## src/gnc_pkg.sv

```systemverilog
// Package of constants and types for the graphics notifier and context block
package gnc_pkg;

	// ------------------------------------------------------------
	// Method codes
	// ------------------------------------------------------------
	localparam logic [11:0] MTHD_OBJ_OPTIONS = 12'h000;
	localparam logic [11:0] MTHD_NOP         = 12'h100;
	localparam logic [11:0] MTHD_NOTIFY      = 12'h104;
	localparam logic [11:0] MTHD_BUF_BIND    = 12'h180;
	localparam logic [11:0] MTHD_ROP         = 12'h300;
	localparam logic [11:0] MTHD_CHROMA      = 12'h304;
	localparam logic [11:0] MTHD_PLANE       = 12'h308;
	localparam logic [11:0] MTHD_BLEND       = 12'h30c;
	localparam logic [11:0] MTHD_CLIP_POS    = 12'h310;
	localparam logic [11:0] MTHD_CLIP_SIZE   = 12'h314;
	localparam logic [11:0] MTHD_PAT_SHAPE   = 12'h318;
	localparam logic [11:0] MTHD_PAT_COLOR0  = 12'h31c;
	localparam logic [11:0] MTHD_PAT_COLOR1  = 12'h320;
	localparam logic [11:0] MTHD_PAT_BITS_LO = 12'h324;
	localparam logic [11:0] MTHD_PAT_BITS_HI = 12'h328;
	localparam logic [11:0] MTHD_SURF_BASE   = 12'h330;

	// ------------------------------------------------------------
	// Record layout
	// ------------------------------------------------------------
	localparam logic [7:0] REC_STRIDE      = 8'h10;
	localparam logic [7:0] REC_OFS_TIME_LO = 8'h00;
	localparam logic [7:0] REC_OFS_TIME_HI = 8'h04;
	localparam logic [7:0] REC_OFS_ERRWORD = 8'h08;
	localparam logic [7:0] REC_OFS_DONE    = 8'h0c;
	localparam logic [7:0] REC_COPY_BASE   = 8'h10;

	// ------------------------------------------------------------
	// Notify types and limits
	// ------------------------------------------------------------
	localparam logic [3:0] NTYPE_WRITE     = 4'h0;
	localparam logic [3:0] NTYPE_WRITE_INT = 4'h1;
	localparam logic [3:0] NTYPE_MAX_OLD   = 4'hf;
	localparam logic [3:0] NTYPE_MAX_NEW   = 4'h1;

	// ------------------------------------------------------------
	// Error cause codes
	// ------------------------------------------------------------
	typedef enum logic [2:0] {
		CAUSE_NONE          = 3'h0,
		CAUSE_INVALID_NOTIFY = 3'h1,
		CAUSE_INVALID_VALUE = 3'h2,
		CAUSE_DOUBLE_NOTIFY = 3'h3,
		CAUSE_CTXSW_NOTIFY  = 3'h4,
		CAUSE_SUBCTX_SWITCH = 3'h5,
		CAUSE_NOTIFY_DONE   = 3'h6
	} gnc_cause_t;

	// Reset values
	localparam logic [7:0] ROP_RESET = 8'hcc;

endpackage

```

## src/gnc_notifier.sv

```systemverilog
// Notifier write engine and channel context for the graphics method interpreter
`timescale 1ns/100ps
// What this block does
// - Writes each record as 16 bytes
// - Timestamp at offset zero from timer
// - Big-endian mode swaps timestamp bytes
// - Word at 0x8 always written zero
// - Fields ascend; done word written last
// - Notify-requested records; copy record always
// - All records go to bound buffer
// - Record 0 at 0x00, copy 0x10
// - Notify only arms pending and type
// - Error on notify then bind/switch
// - Notify 0x104 types 0,1; 2..15 only with OLD_VARIANT
// - Notify needs permit flag else interrupt
// - Subcontext mismatch raises context interrupt
// - Channel context kept over switches
// - Pending state lost on switch/bind
// - Holds rop, chroma, plane, blend, clip
// - Pattern shape, two colours, 64 bits
// - Four copies of surface setup
// - After method, write pending record, clear
// - Double notify, invalid type raise errors
module gnc_notifier
	import gnc_pkg::*;
#(
	parameter int  DATA_W  = 32,
	parameter bit  OLD_VARIANT = 1'b0
) (
	input  wire logic              clock,
	input  wire logic              resetn,
	input  wire logic              clockEnable,
	// Method stream from the command fifo
	input  wire logic              mthdValid,
	output logic                   mthdReady,
	input  wire logic [11:0]       mthdAddr,
	input  wire logic [DATA_W-1:0] mthdData,
	input  wire logic              subchSwitch,
	input  wire logic              objBind,
	input  wire logic              copyDone,
	input  wire logic              bigEndian,
	input  wire logic [31:0]       timeLow,
	input  wire logic [31:0]       timeHigh,
	// Memory write port
	output logic                   memWrite,
	output logic [31:0]            memAddr,
	output logic [31:0]            memData,
	input  wire logic              memReady,
	// Interrupt outputs
	output logic                   intrValid,
	output logic [2:0]             intrCause,
	// Register port
	input  wire logic [7:0]        regAddr,
	input  wire logic [31:0]       regWdata,
	input  wire logic              regWrite,
	input  wire logic              regRead,
	output logic [31:0]            regRdata
);

	// ------------------------------------------------------------
	// State
	// ------------------------------------------------------------
	typedef enum logic [2:0] {ST_IDLE, ST_W0, ST_W1, ST_W2, ST_W3} gnc_wstate_t;

	localparam logic [7:0] REG_STATUS    = 8'h00;
	localparam logic [7:0] REG_BUF_BASE  = 8'h04;
	localparam logic [7:0] REG_ROP       = 8'h08;
	localparam logic [7:0] REG_SUBCTX    = 8'h0c;
	localparam logic [7:0] REG_CTRL      = 8'h10;
	localparam logic [7:0] REG_DMA_EN    = 8'h14;

	typedef struct packed {
		gnc_wstate_t      wst;
		logic             pending;
		logic [3:0]       ntype;
		logic             wrInt;
		logic [7:0]       recOfs;
		logic [63:0]      stamp;
		logic             copyReq;
		logic [31:0]      bufBase;
		logic             permit;
		logic             objSubctx;
		logic             curSubctx;
		logic             dmaMethodsEn;
		logic [7:0]       rop;
		logic [31:0]      chroma;
		logic [31:0]      plane;
		logic [31:0]      blend;
		logic [31:0]      clipPos;
		logic [31:0]      clipSize;
		logic [1:0]       patShape;
		logic [31:0]      patColor0;
		logic [31:0]      patColor1;
		logic [63:0]      patBits;
		logic [3:0][31:0] surfBase;
		logic [1:0]       surfSel;
		logic             memWrite;
		logic [31:0]      memAddr;
		logic [31:0]      memData;
		logic             intrValid;
		logic [2:0]       intrCause;
		logic [31:0]      regRdata;
		logic [7:0]       errCount;
		logic             ready;
	} gnc_state_t;

	gnc_state_t s_q;
	gnc_state_t s_d;

	// ------------------------------------------------------------
	// Helpers
	// ------------------------------------------------------------
	function automatic logic [31:0] swap32(input logic [31:0] w);
		swap32 = {w[7:0], w[15:8], w[23:16], w[31:24]};
	endfunction

	function automatic logic isMthd(input logic [11:0] a, input logic [11:0] m);
		isMthd = (a == m);
	endfunction

	logic       busy;
	logic       take;
	logic [3:0] typeMax;
	logic [3:0] pType;

	// Busy until the last record word is accepted
	assign busy    = (s_q.wst != ST_IDLE) || s_q.memWrite;
	assign typeMax = OLD_VARIANT ? NTYPE_MAX_OLD : NTYPE_MAX_NEW;
	assign pType   = mthdData[3:0];
	assign take    = mthdValid && s_q.ready;

	// ------------------------------------------------------------
	// Next state
	// ------------------------------------------------------------
	always_comb begin
		s_d = s_q;
		s_d.intrValid = 1'b0;
		s_d.intrCause = CAUSE_NONE;

		// Register port
		if (regWrite) begin
			unique case (regAddr)
				REG_BUF_BASE: s_d.bufBase = regWdata;
				REG_ROP:      s_d.rop = regWdata[7:0];
				REG_SUBCTX:   s_d.curSubctx = regWdata[0];
				REG_CTRL:     s_d.surfSel = regWdata[1:0];
				REG_DMA_EN:   s_d.dmaMethodsEn = regWdata[0];
				default:      ;
			endcase
		end
		if (regRead) begin
			unique case (regAddr)
				REG_STATUS:   s_d.regRdata = {16'h0000, s_q.errCount, 2'b00, s_q.curSubctx,
					s_q.ntype, s_q.pending};
				REG_BUF_BASE: s_d.regRdata = s_q.bufBase;
				REG_ROP:      s_d.regRdata = {24'h000000, s_q.rop};
				REG_SUBCTX:   s_d.regRdata = {31'h0, s_q.curSubctx};
				REG_CTRL:     s_d.regRdata = {30'h0, s_q.surfSel};
				REG_DMA_EN:   s_d.regRdata = {31'h0, s_q.dmaMethodsEn};
				default:      s_d.regRdata = 32'h00000000;
			endcase
		end

		if (copyDone) begin
			s_d.copyReq = 1'b1;
		end

		// Subchannel switch or object bind
		if (subchSwitch || objBind) begin
			if (s_q.pending) begin
				s_d.intrValid = 1'b1;
				s_d.intrCause = CAUSE_CTXSW_NOTIFY;
				s_d.errCount  = s_q.errCount + 8'h01;
			end
			s_d.pending = 1'b0;
			s_d.ntype   = NTYPE_WRITE;
			// Channel context left untouched here
		end

		if (take) begin
			if (isMthd(mthdAddr, MTHD_NOTIFY)) begin
				if (!s_q.permit) begin
					s_d.intrValid = 1'b1;
					s_d.intrCause = CAUSE_INVALID_NOTIFY;
					s_d.errCount  = s_q.errCount + 8'h01;
				end else if (mthdData > {{(DATA_W-4){1'b0}}, typeMax}) begin
					s_d.intrValid = 1'b1;
					s_d.intrCause = CAUSE_INVALID_VALUE;
					s_d.errCount  = s_q.errCount + 8'h01;
				end else if (s_q.pending) begin
					s_d.intrValid = 1'b1;
					s_d.intrCause = CAUSE_DOUBLE_NOTIFY;
					s_d.errCount  = s_q.errCount + 8'h01;
				end else begin
					s_d.pending = 1'b1;
					s_d.ntype   = pType;
				end
			end else if (isMthd(mthdAddr, MTHD_BUF_BIND)) begin
				if (s_q.pending) begin
					s_d.intrValid = 1'b1;
					s_d.intrCause = CAUSE_DOUBLE_NOTIFY;
					s_d.errCount  = s_q.errCount + 8'h01;
				end else if (s_q.dmaMethodsEn) begin
					s_d.bufBase = mthdData[31:0];
				end else begin
					s_d.intrValid = 1'b1;
					s_d.intrCause = CAUSE_INVALID_VALUE;
					s_d.errCount  = s_q.errCount + 8'h01;
				end
			end else begin
				unique case (mthdAddr)
					MTHD_OBJ_OPTIONS: begin
						s_d.permit    = mthdData[0];
						s_d.objSubctx = mthdData[1];
						if (mthdData[1] != s_q.curSubctx) begin
							s_d.intrValid = 1'b1;
							s_d.intrCause = CAUSE_SUBCTX_SWITCH;
						end
					end
					MTHD_ROP:         s_d.rop = mthdData[7:0];
					MTHD_CHROMA:      s_d.chroma = mthdData[31:0];
					MTHD_PLANE:       s_d.plane = mthdData[31:0];
					MTHD_BLEND:       s_d.blend = mthdData[31:0];
					MTHD_CLIP_POS:    s_d.clipPos = mthdData[31:0];
					MTHD_CLIP_SIZE:   s_d.clipSize = mthdData[31:0];
					MTHD_PAT_SHAPE:   s_d.patShape = mthdData[1:0];
					MTHD_PAT_COLOR0:  s_d.patColor0 = mthdData[31:0];
					MTHD_PAT_COLOR1:  s_d.patColor1 = mthdData[31:0];
					MTHD_PAT_BITS_LO: s_d.patBits[31:0] = mthdData[31:0];
					MTHD_PAT_BITS_HI: s_d.patBits[63:32] = mthdData[31:0];
					MTHD_SURF_BASE:   s_d.surfBase[s_q.surfSel] = mthdData[31:0];
					default:          ;
				endcase
				if (s_q.pending) begin
					s_d.wst     = ST_W0;
					s_d.recOfs  = (s_q.ntype == NTYPE_WRITE_INT) ? 8'h00 :
						8'({4'h0, s_q.ntype} * REC_STRIDE);
					s_d.wrInt   = (s_q.ntype == NTYPE_WRITE_INT);
					s_d.stamp   = {timeHigh, timeLow};
					s_d.pending = 1'b0;
				end
			end
		end else if (!busy && s_q.copyReq) begin
			s_d.wst     = ST_W0;
			s_d.recOfs  = REC_COPY_BASE;
			s_d.wrInt   = 1'b0;
			s_d.stamp   = {timeHigh, timeLow};
			s_d.copyReq = copyDone;
		end

		// Record writer, fields in ascending order
		if (s_q.memWrite && memReady) begin
			s_d.memWrite = 1'b0;
		end
		if (!s_q.memWrite || memReady) begin
			unique case (s_q.wst)
				ST_IDLE: ;
				ST_W0: begin
					s_d.memWrite = 1'b1;
					s_d.memAddr  = s_q.bufBase + {24'h0, s_q.recOfs + REC_OFS_TIME_LO};
					s_d.memData  = bigEndian ? swap32(s_q.stamp[63:32]) : s_q.stamp[31:0];
					s_d.wst      = ST_W1;
				end
				ST_W1: begin
					s_d.memWrite = 1'b1;
					s_d.memAddr  = s_q.bufBase + {24'h0, s_q.recOfs + REC_OFS_TIME_HI};
					s_d.memData  = bigEndian ? swap32(s_q.stamp[31:0]) : s_q.stamp[63:32];
					s_d.wst      = ST_W2;
				end
				ST_W2: begin
					s_d.memWrite = 1'b1;
					s_d.memAddr  = s_q.bufBase + {24'h0, s_q.recOfs + REC_OFS_ERRWORD};
					s_d.memData  = 32'h00000000;
					s_d.wst      = ST_W3;
				end
				ST_W3: begin
					s_d.memWrite = 1'b1;
					s_d.memAddr  = s_q.bufBase + {24'h0, s_q.recOfs + REC_OFS_DONE};
					s_d.memData  = 32'h00000000;
					s_d.wst      = ST_IDLE;
					if (s_q.wrInt) begin
						s_d.intrValid = 1'b1;
						s_d.intrCause = CAUSE_NOTIFY_DONE;
					end
				end
			endcase
		end

		// Registered ready: no record active or queued next cycle
		s_d.ready = (s_d.wst == ST_IDLE) && !s_d.memWrite && !s_d.copyReq;
	end

	// ------------------------------------------------------------
	// Registers
	// ------------------------------------------------------------
	always_ff @(posedge clock or negedge resetn) begin
		if (!resetn) begin
			s_q <= '0;
			s_q.wst <= ST_IDLE;
			s_q.rop <= ROP_RESET;
			s_q.dmaMethodsEn <= 1'b1;
			s_q.ready <= 1'b1;
		end else if (clockEnable) begin
			s_q <= s_d;
		end
	end

	assign mthdReady = s_q.ready;
	assign memWrite  = s_q.memWrite;
	assign memAddr   = s_q.memAddr;
	assign memData   = s_q.memData;
	assign intrValid = s_q.intrValid;
	assign intrCause = s_q.intrCause;
	assign regRdata  = s_q.regRdata;

endmodule // gnc_notifier

```

## config.mk

```make
export PLATFORM = sky130hd
export DESIGN_NAME = gnc_notifier
export DESIGN_NICKNAME = d
export VERILOG_FILES = /design/src/gnc_pkg.sv /design/src/gnc_notifier.sv
export SDC_FILE = /design/constraint.sdc
export NUM_CORES = 1
export LEC_CHECK = 0
export ABC_AREA = 1
export BUFFER_PORTS_ARGS = -buffer_cell sky130_fd_sc_hd__buf_4
export CORE_MARGIN = 5
export CORE_UTILIZATION = 49
export DETAILED_ROUTE_END_ITERATION = 8
export PLACE_DENSITY_LB_ADDON = 0.12
export SLEW_MARGIN = 20
export SYNTH_ARGS = -nofsm -noshare
export SYNTH_HDL_FRONTEND = slang
export SYNTH_SLANG_ARGS = --single-unit
```

## constraint.sdc

```tcl
create_clock -name clock -period 2.7 [get_ports clock]
set_input_delay 0.27 -clock clock [delete_from_list [all_inputs] [get_ports clock]]
set_output_delay 0.27 -clock clock [all_outputs]
set_load 0.03 [all_outputs]
```

==> run_results.csv <==
group,metric,value,unit
cells_and_area,postLayoutCoreUtil,60.3,%
cells_and_area,areaGrowthSynthToFinish,21.7,%
placed_design,dpl.hpwl,27300,µm
grt,gr-usage-all-layers,24.4,%
hold_path,worst_hold_path_type,"input port to flop",
setup_path,cp-start-kind,"flop",
placed_design,io_buffer_count,260,
clock_tree,htree_levels,1,
timing,relSlewSlack,52.6,%
floorplan,core,0.0269,mm²
floorplan,dieWidth,175,µm
detailed_routing,ant_nets,0,
cells_and_area,instances_no_fill,2261,
detailed_routing,routed_wirelength,38400,µm
timing,worstMarginPinSlew,0.711,ns
setup_path,end_kind,"flop",
setup_path,worstPathArrival,2.76,ns
timing,slew_viol_final,0,
timing,setup-violations-final,0,
floorplan,die_h,175,µm
detailed_routing,dr_wl_met3,2240,µm
detailed_routing,wl_met1,17700,µm
detailed_routing,drt-vias-per-instance,5.40,
floorplan,rows,60,
setup_path,cpPeakStageDelay,0.50,ns
clock_tree,cts_tree,"built",
setup_path,worstPathCellList,"inv_1 > nand3_1 > nand2_1 > ha_1 > nand2_1 > nand2_1 > o21ai_0 > o21ai_0 > nand2_1 > xor2_1 > mux2i_1",
placed_design,gp_congestion,0.879,
synth,synth_area,0.0133,mm²
timing,tns,0,ns
timing,min_period_over_period,87.6,%
synth,ys_ff_latch,233,
cells_and_area,antennaDiodeCount,0,
timing,rsz0062_at_grt,"no",
clock_tree,clk_pin_slew,0.06,ns
grt,grt_pass1_vias,11885,
detailed_routing,drtIter0Drc,895,
setup_path,cp_data_required_time,3.10,ns
synth,ys_seq_area_share,43.9,%
setup_path,crit_buf_inv,1,
timing,holdWs,0.00867,ns
clock_tree,clock_sinks,233,
setup_path,worst_path_most_repeated_cell,"nand2_1",
timing,timing.fmax,0.423,GHz
setup_path,path_max_fanout,7,
clock_tree,cts-buffers-inserted,26,
placed_design,placed_cells,2157,
clock_tree,ctsRootBufferMaster,"clkbuf_16",
grt,antenna_found_initial,0,
power,peakVddDrop,0.000432,V
power,static-leakage-power,0.00758,µW
timing,skew,0.0119,ns
detailed_routing,routedWlPerCell,17.0,µm
timing,hold_viol_final,0,
floorplan,pin_count,261,
floorplan,dieArea,0.0306,mm²
setup_path,path_delay_family,"compound AO/OA/AOI/OAI gates",
detailed_routing,firstDrtPassIters,5,
power,p_total,14400,µW
synth,ys.flop_type,"dfrtp_1",
synth,ys_types,41,
detailed_routing,dr.max_layer_used,"met4",
power,power_density,890,mW/mm²
setup_path,crit_slowest_cell,"o21ai_0",
setup_path,path_class,"flop to flop",
grt,grt_pass1_wl,62300,µm
grt,grt_max_degree,74,
synth,syn_nets,1895,
flow_run,maxCapViolations,0,
synth,synthArstFlopShare,100,%
cells_and_area,drive_above_1_share,19.0,%
detailed_routing,vias,12207,
floorplan,initial_core_util,49.5,%
synth,syn_inst,1729,
clock_tree,cts_buffer_depth,3,
clock_tree,cts_resized,0,
synth,yosys_warnings,0,
timing,fin_crit,2.36,ns
synth,syn_area_per_cell,7.70,µm²
detailed_routing,met2_length,17600,µm
cells_and_area,nets,2067,
clock_tree,clkLatencyLatePin,0.53,ns
detailed_routing,drc,0,
grt,overflow,0,
synth,synth-edff-count,0,
run_status,status,"completed",
per-stage QoR:
step                      instance area [µm²]  setup slack, ns
after floorplan                         13300            0.651
after global placement                  14800            0.393
after detailed placement                14800            0.318
after CTS                               16200            0.320
after global routing                    16200           0.0326
final                                   16200            0.335
registers in the layout (all words and copies together), names as in the netlist:
signal,count
intrCause,3
intrValid,1
memAddr,32
memData,32
memWrite,1
mthdReady,1
regRdata,32
s_q,131
final timing paths:
kind / start / to / slack, ns / depth (start not counted)
max reg2reg: s_q[655]$_DFFE_PN0P_ / memAddr[29]$_DFFE_PN0P_ / 0.34 / 11
max in group asynchronous: resetn / s_q[536]$_DFFE_PN1P_ / 1.54 / 3
min: mthdData[0] / s_q[541]$_DFFE_PN0P_ / 0.009 / 3
max: s_q[655]$_DFFE_PN0P_ / memAddr[29]$_DFFE_PN0P_ / 0.34 / 11
min in group asynchronous: resetn / memData[10]$_DFFE_PN0P_ / 0.30 / 2
min reg2reg: mthdReady$_DFFE_PN1P_ / mthdReady$_DFFE_PN1P_ / 0.48 / 2
synthesized netlist by cell type (all sizes together) (4+ instances only):
| cell | n | share of area, % |
|---|---|---|
| xor2 | 13 | 0.86 |
| nor3 | 14 | 0.65 |
| buf | 154 | 8.0 |
| or2 | 7 | 0.33 |
| nor2 | 82 | 2.6 |
| dfstp | 6 | 1.2 |
| o21ai | 223 | 8.4 |
| a21boi | 4 | 0.23 |
| nand4 | 24 | 1.1 |
| o21a | 34 | 1.9 |
| o22ai | 87 | 4.1 |
| inv | 222 | 6.3 |
| a21oi | 43 | 1.6 |
| o31ai | 17 | 0.96 |
| clkbuf | 41 | 1.2 |
| nand2 | 348 | 9.9 |
| nand3 | 149 | 5.7 |
| dfrtp | 227 | 43 |
| ha | 7 | 0.66 |
| mux2i | 9 | 0.68 |
per-layer routing:
metal,global-route usage (%),up-vias
li1,-,5951
met4,6.68,0
met5,0,-
met2,38.8,416
met1,35.3,5775
met3,3.35,65
cell families after synthesis:
logic type	count (synthesis)	synth area share [%]
multiplexers	9	0.677
adder cells (fa/ha/maj)	7	0.658
AND/OR/NAND/NOR	628	20.5
flip-flops	233	43.9
XOR/XNOR	15	0.987
AO/OA/AOI/OAI	419	17.8
buffers and inverters	418	15.4
what timing repair did:
item,in CTS,in global routing
hold buffers,57,0
setup buffers,0,0
hold endpoints to repair,124,0
power by group:
group          internal [µW]  switching (µW)
sequential              4560             588
combinational           2070            3630
clock                   2130            1440
total                   8750            5660
final cells by class:
cell class / instances / area (µm²)
clock buffer: 36 / 749
clock inverter: 11 / 114
fill: 2438 / 10700
inverter: 223 / 837
multi-input combinational: 1078 / 5440
sequential: 233 / 5840
tap: 341 / 427
timing repair buffer: 339 / 2800
worst register-to-register path, stage by stage, from the launching register on:
cell and delay (ns):
dfrtp_1 0.38, inv_1 0.14, nand3_1 0.12, nand2_1 0.09
ha_1 0.30, nand2_1 0.07, nand2_1 0.06, o21ai_0 0.16
o21ai_0 0.50, nand2_1 0.16, xor2_1 0.16, mux2i_1 0.09
layout by cell type (no fill, tap or decap), drive strengths merged:
cell	netlist	layout
a21o	2	2
dfrtp	227	227
nand3	149	149
o21ai	223	223
xor2	13	13
nand2	348	348
clkbuf	41	36
a22oi	3	3
o22ai	87	87
a21oi	43	43
o211ai	2	2
clkinvlp	0	2
clkinv	1	8
o221ai	3	3
nor4	3	3
bufinv	0	2
nand4	24	24
mux2i	9	9
or2	7	7
ha	7	7
nor3	14	14
buf	154	282
dlygate4sd3	0	57
a21boi	4	4
nor3b	1	1
inv	222	222
o31ai	17	17
xnor2	2	2
a211oi	1	1
o21a	34	34
nor2	82	82
dfstp	6	6
(Power assumes the default switching activity.)
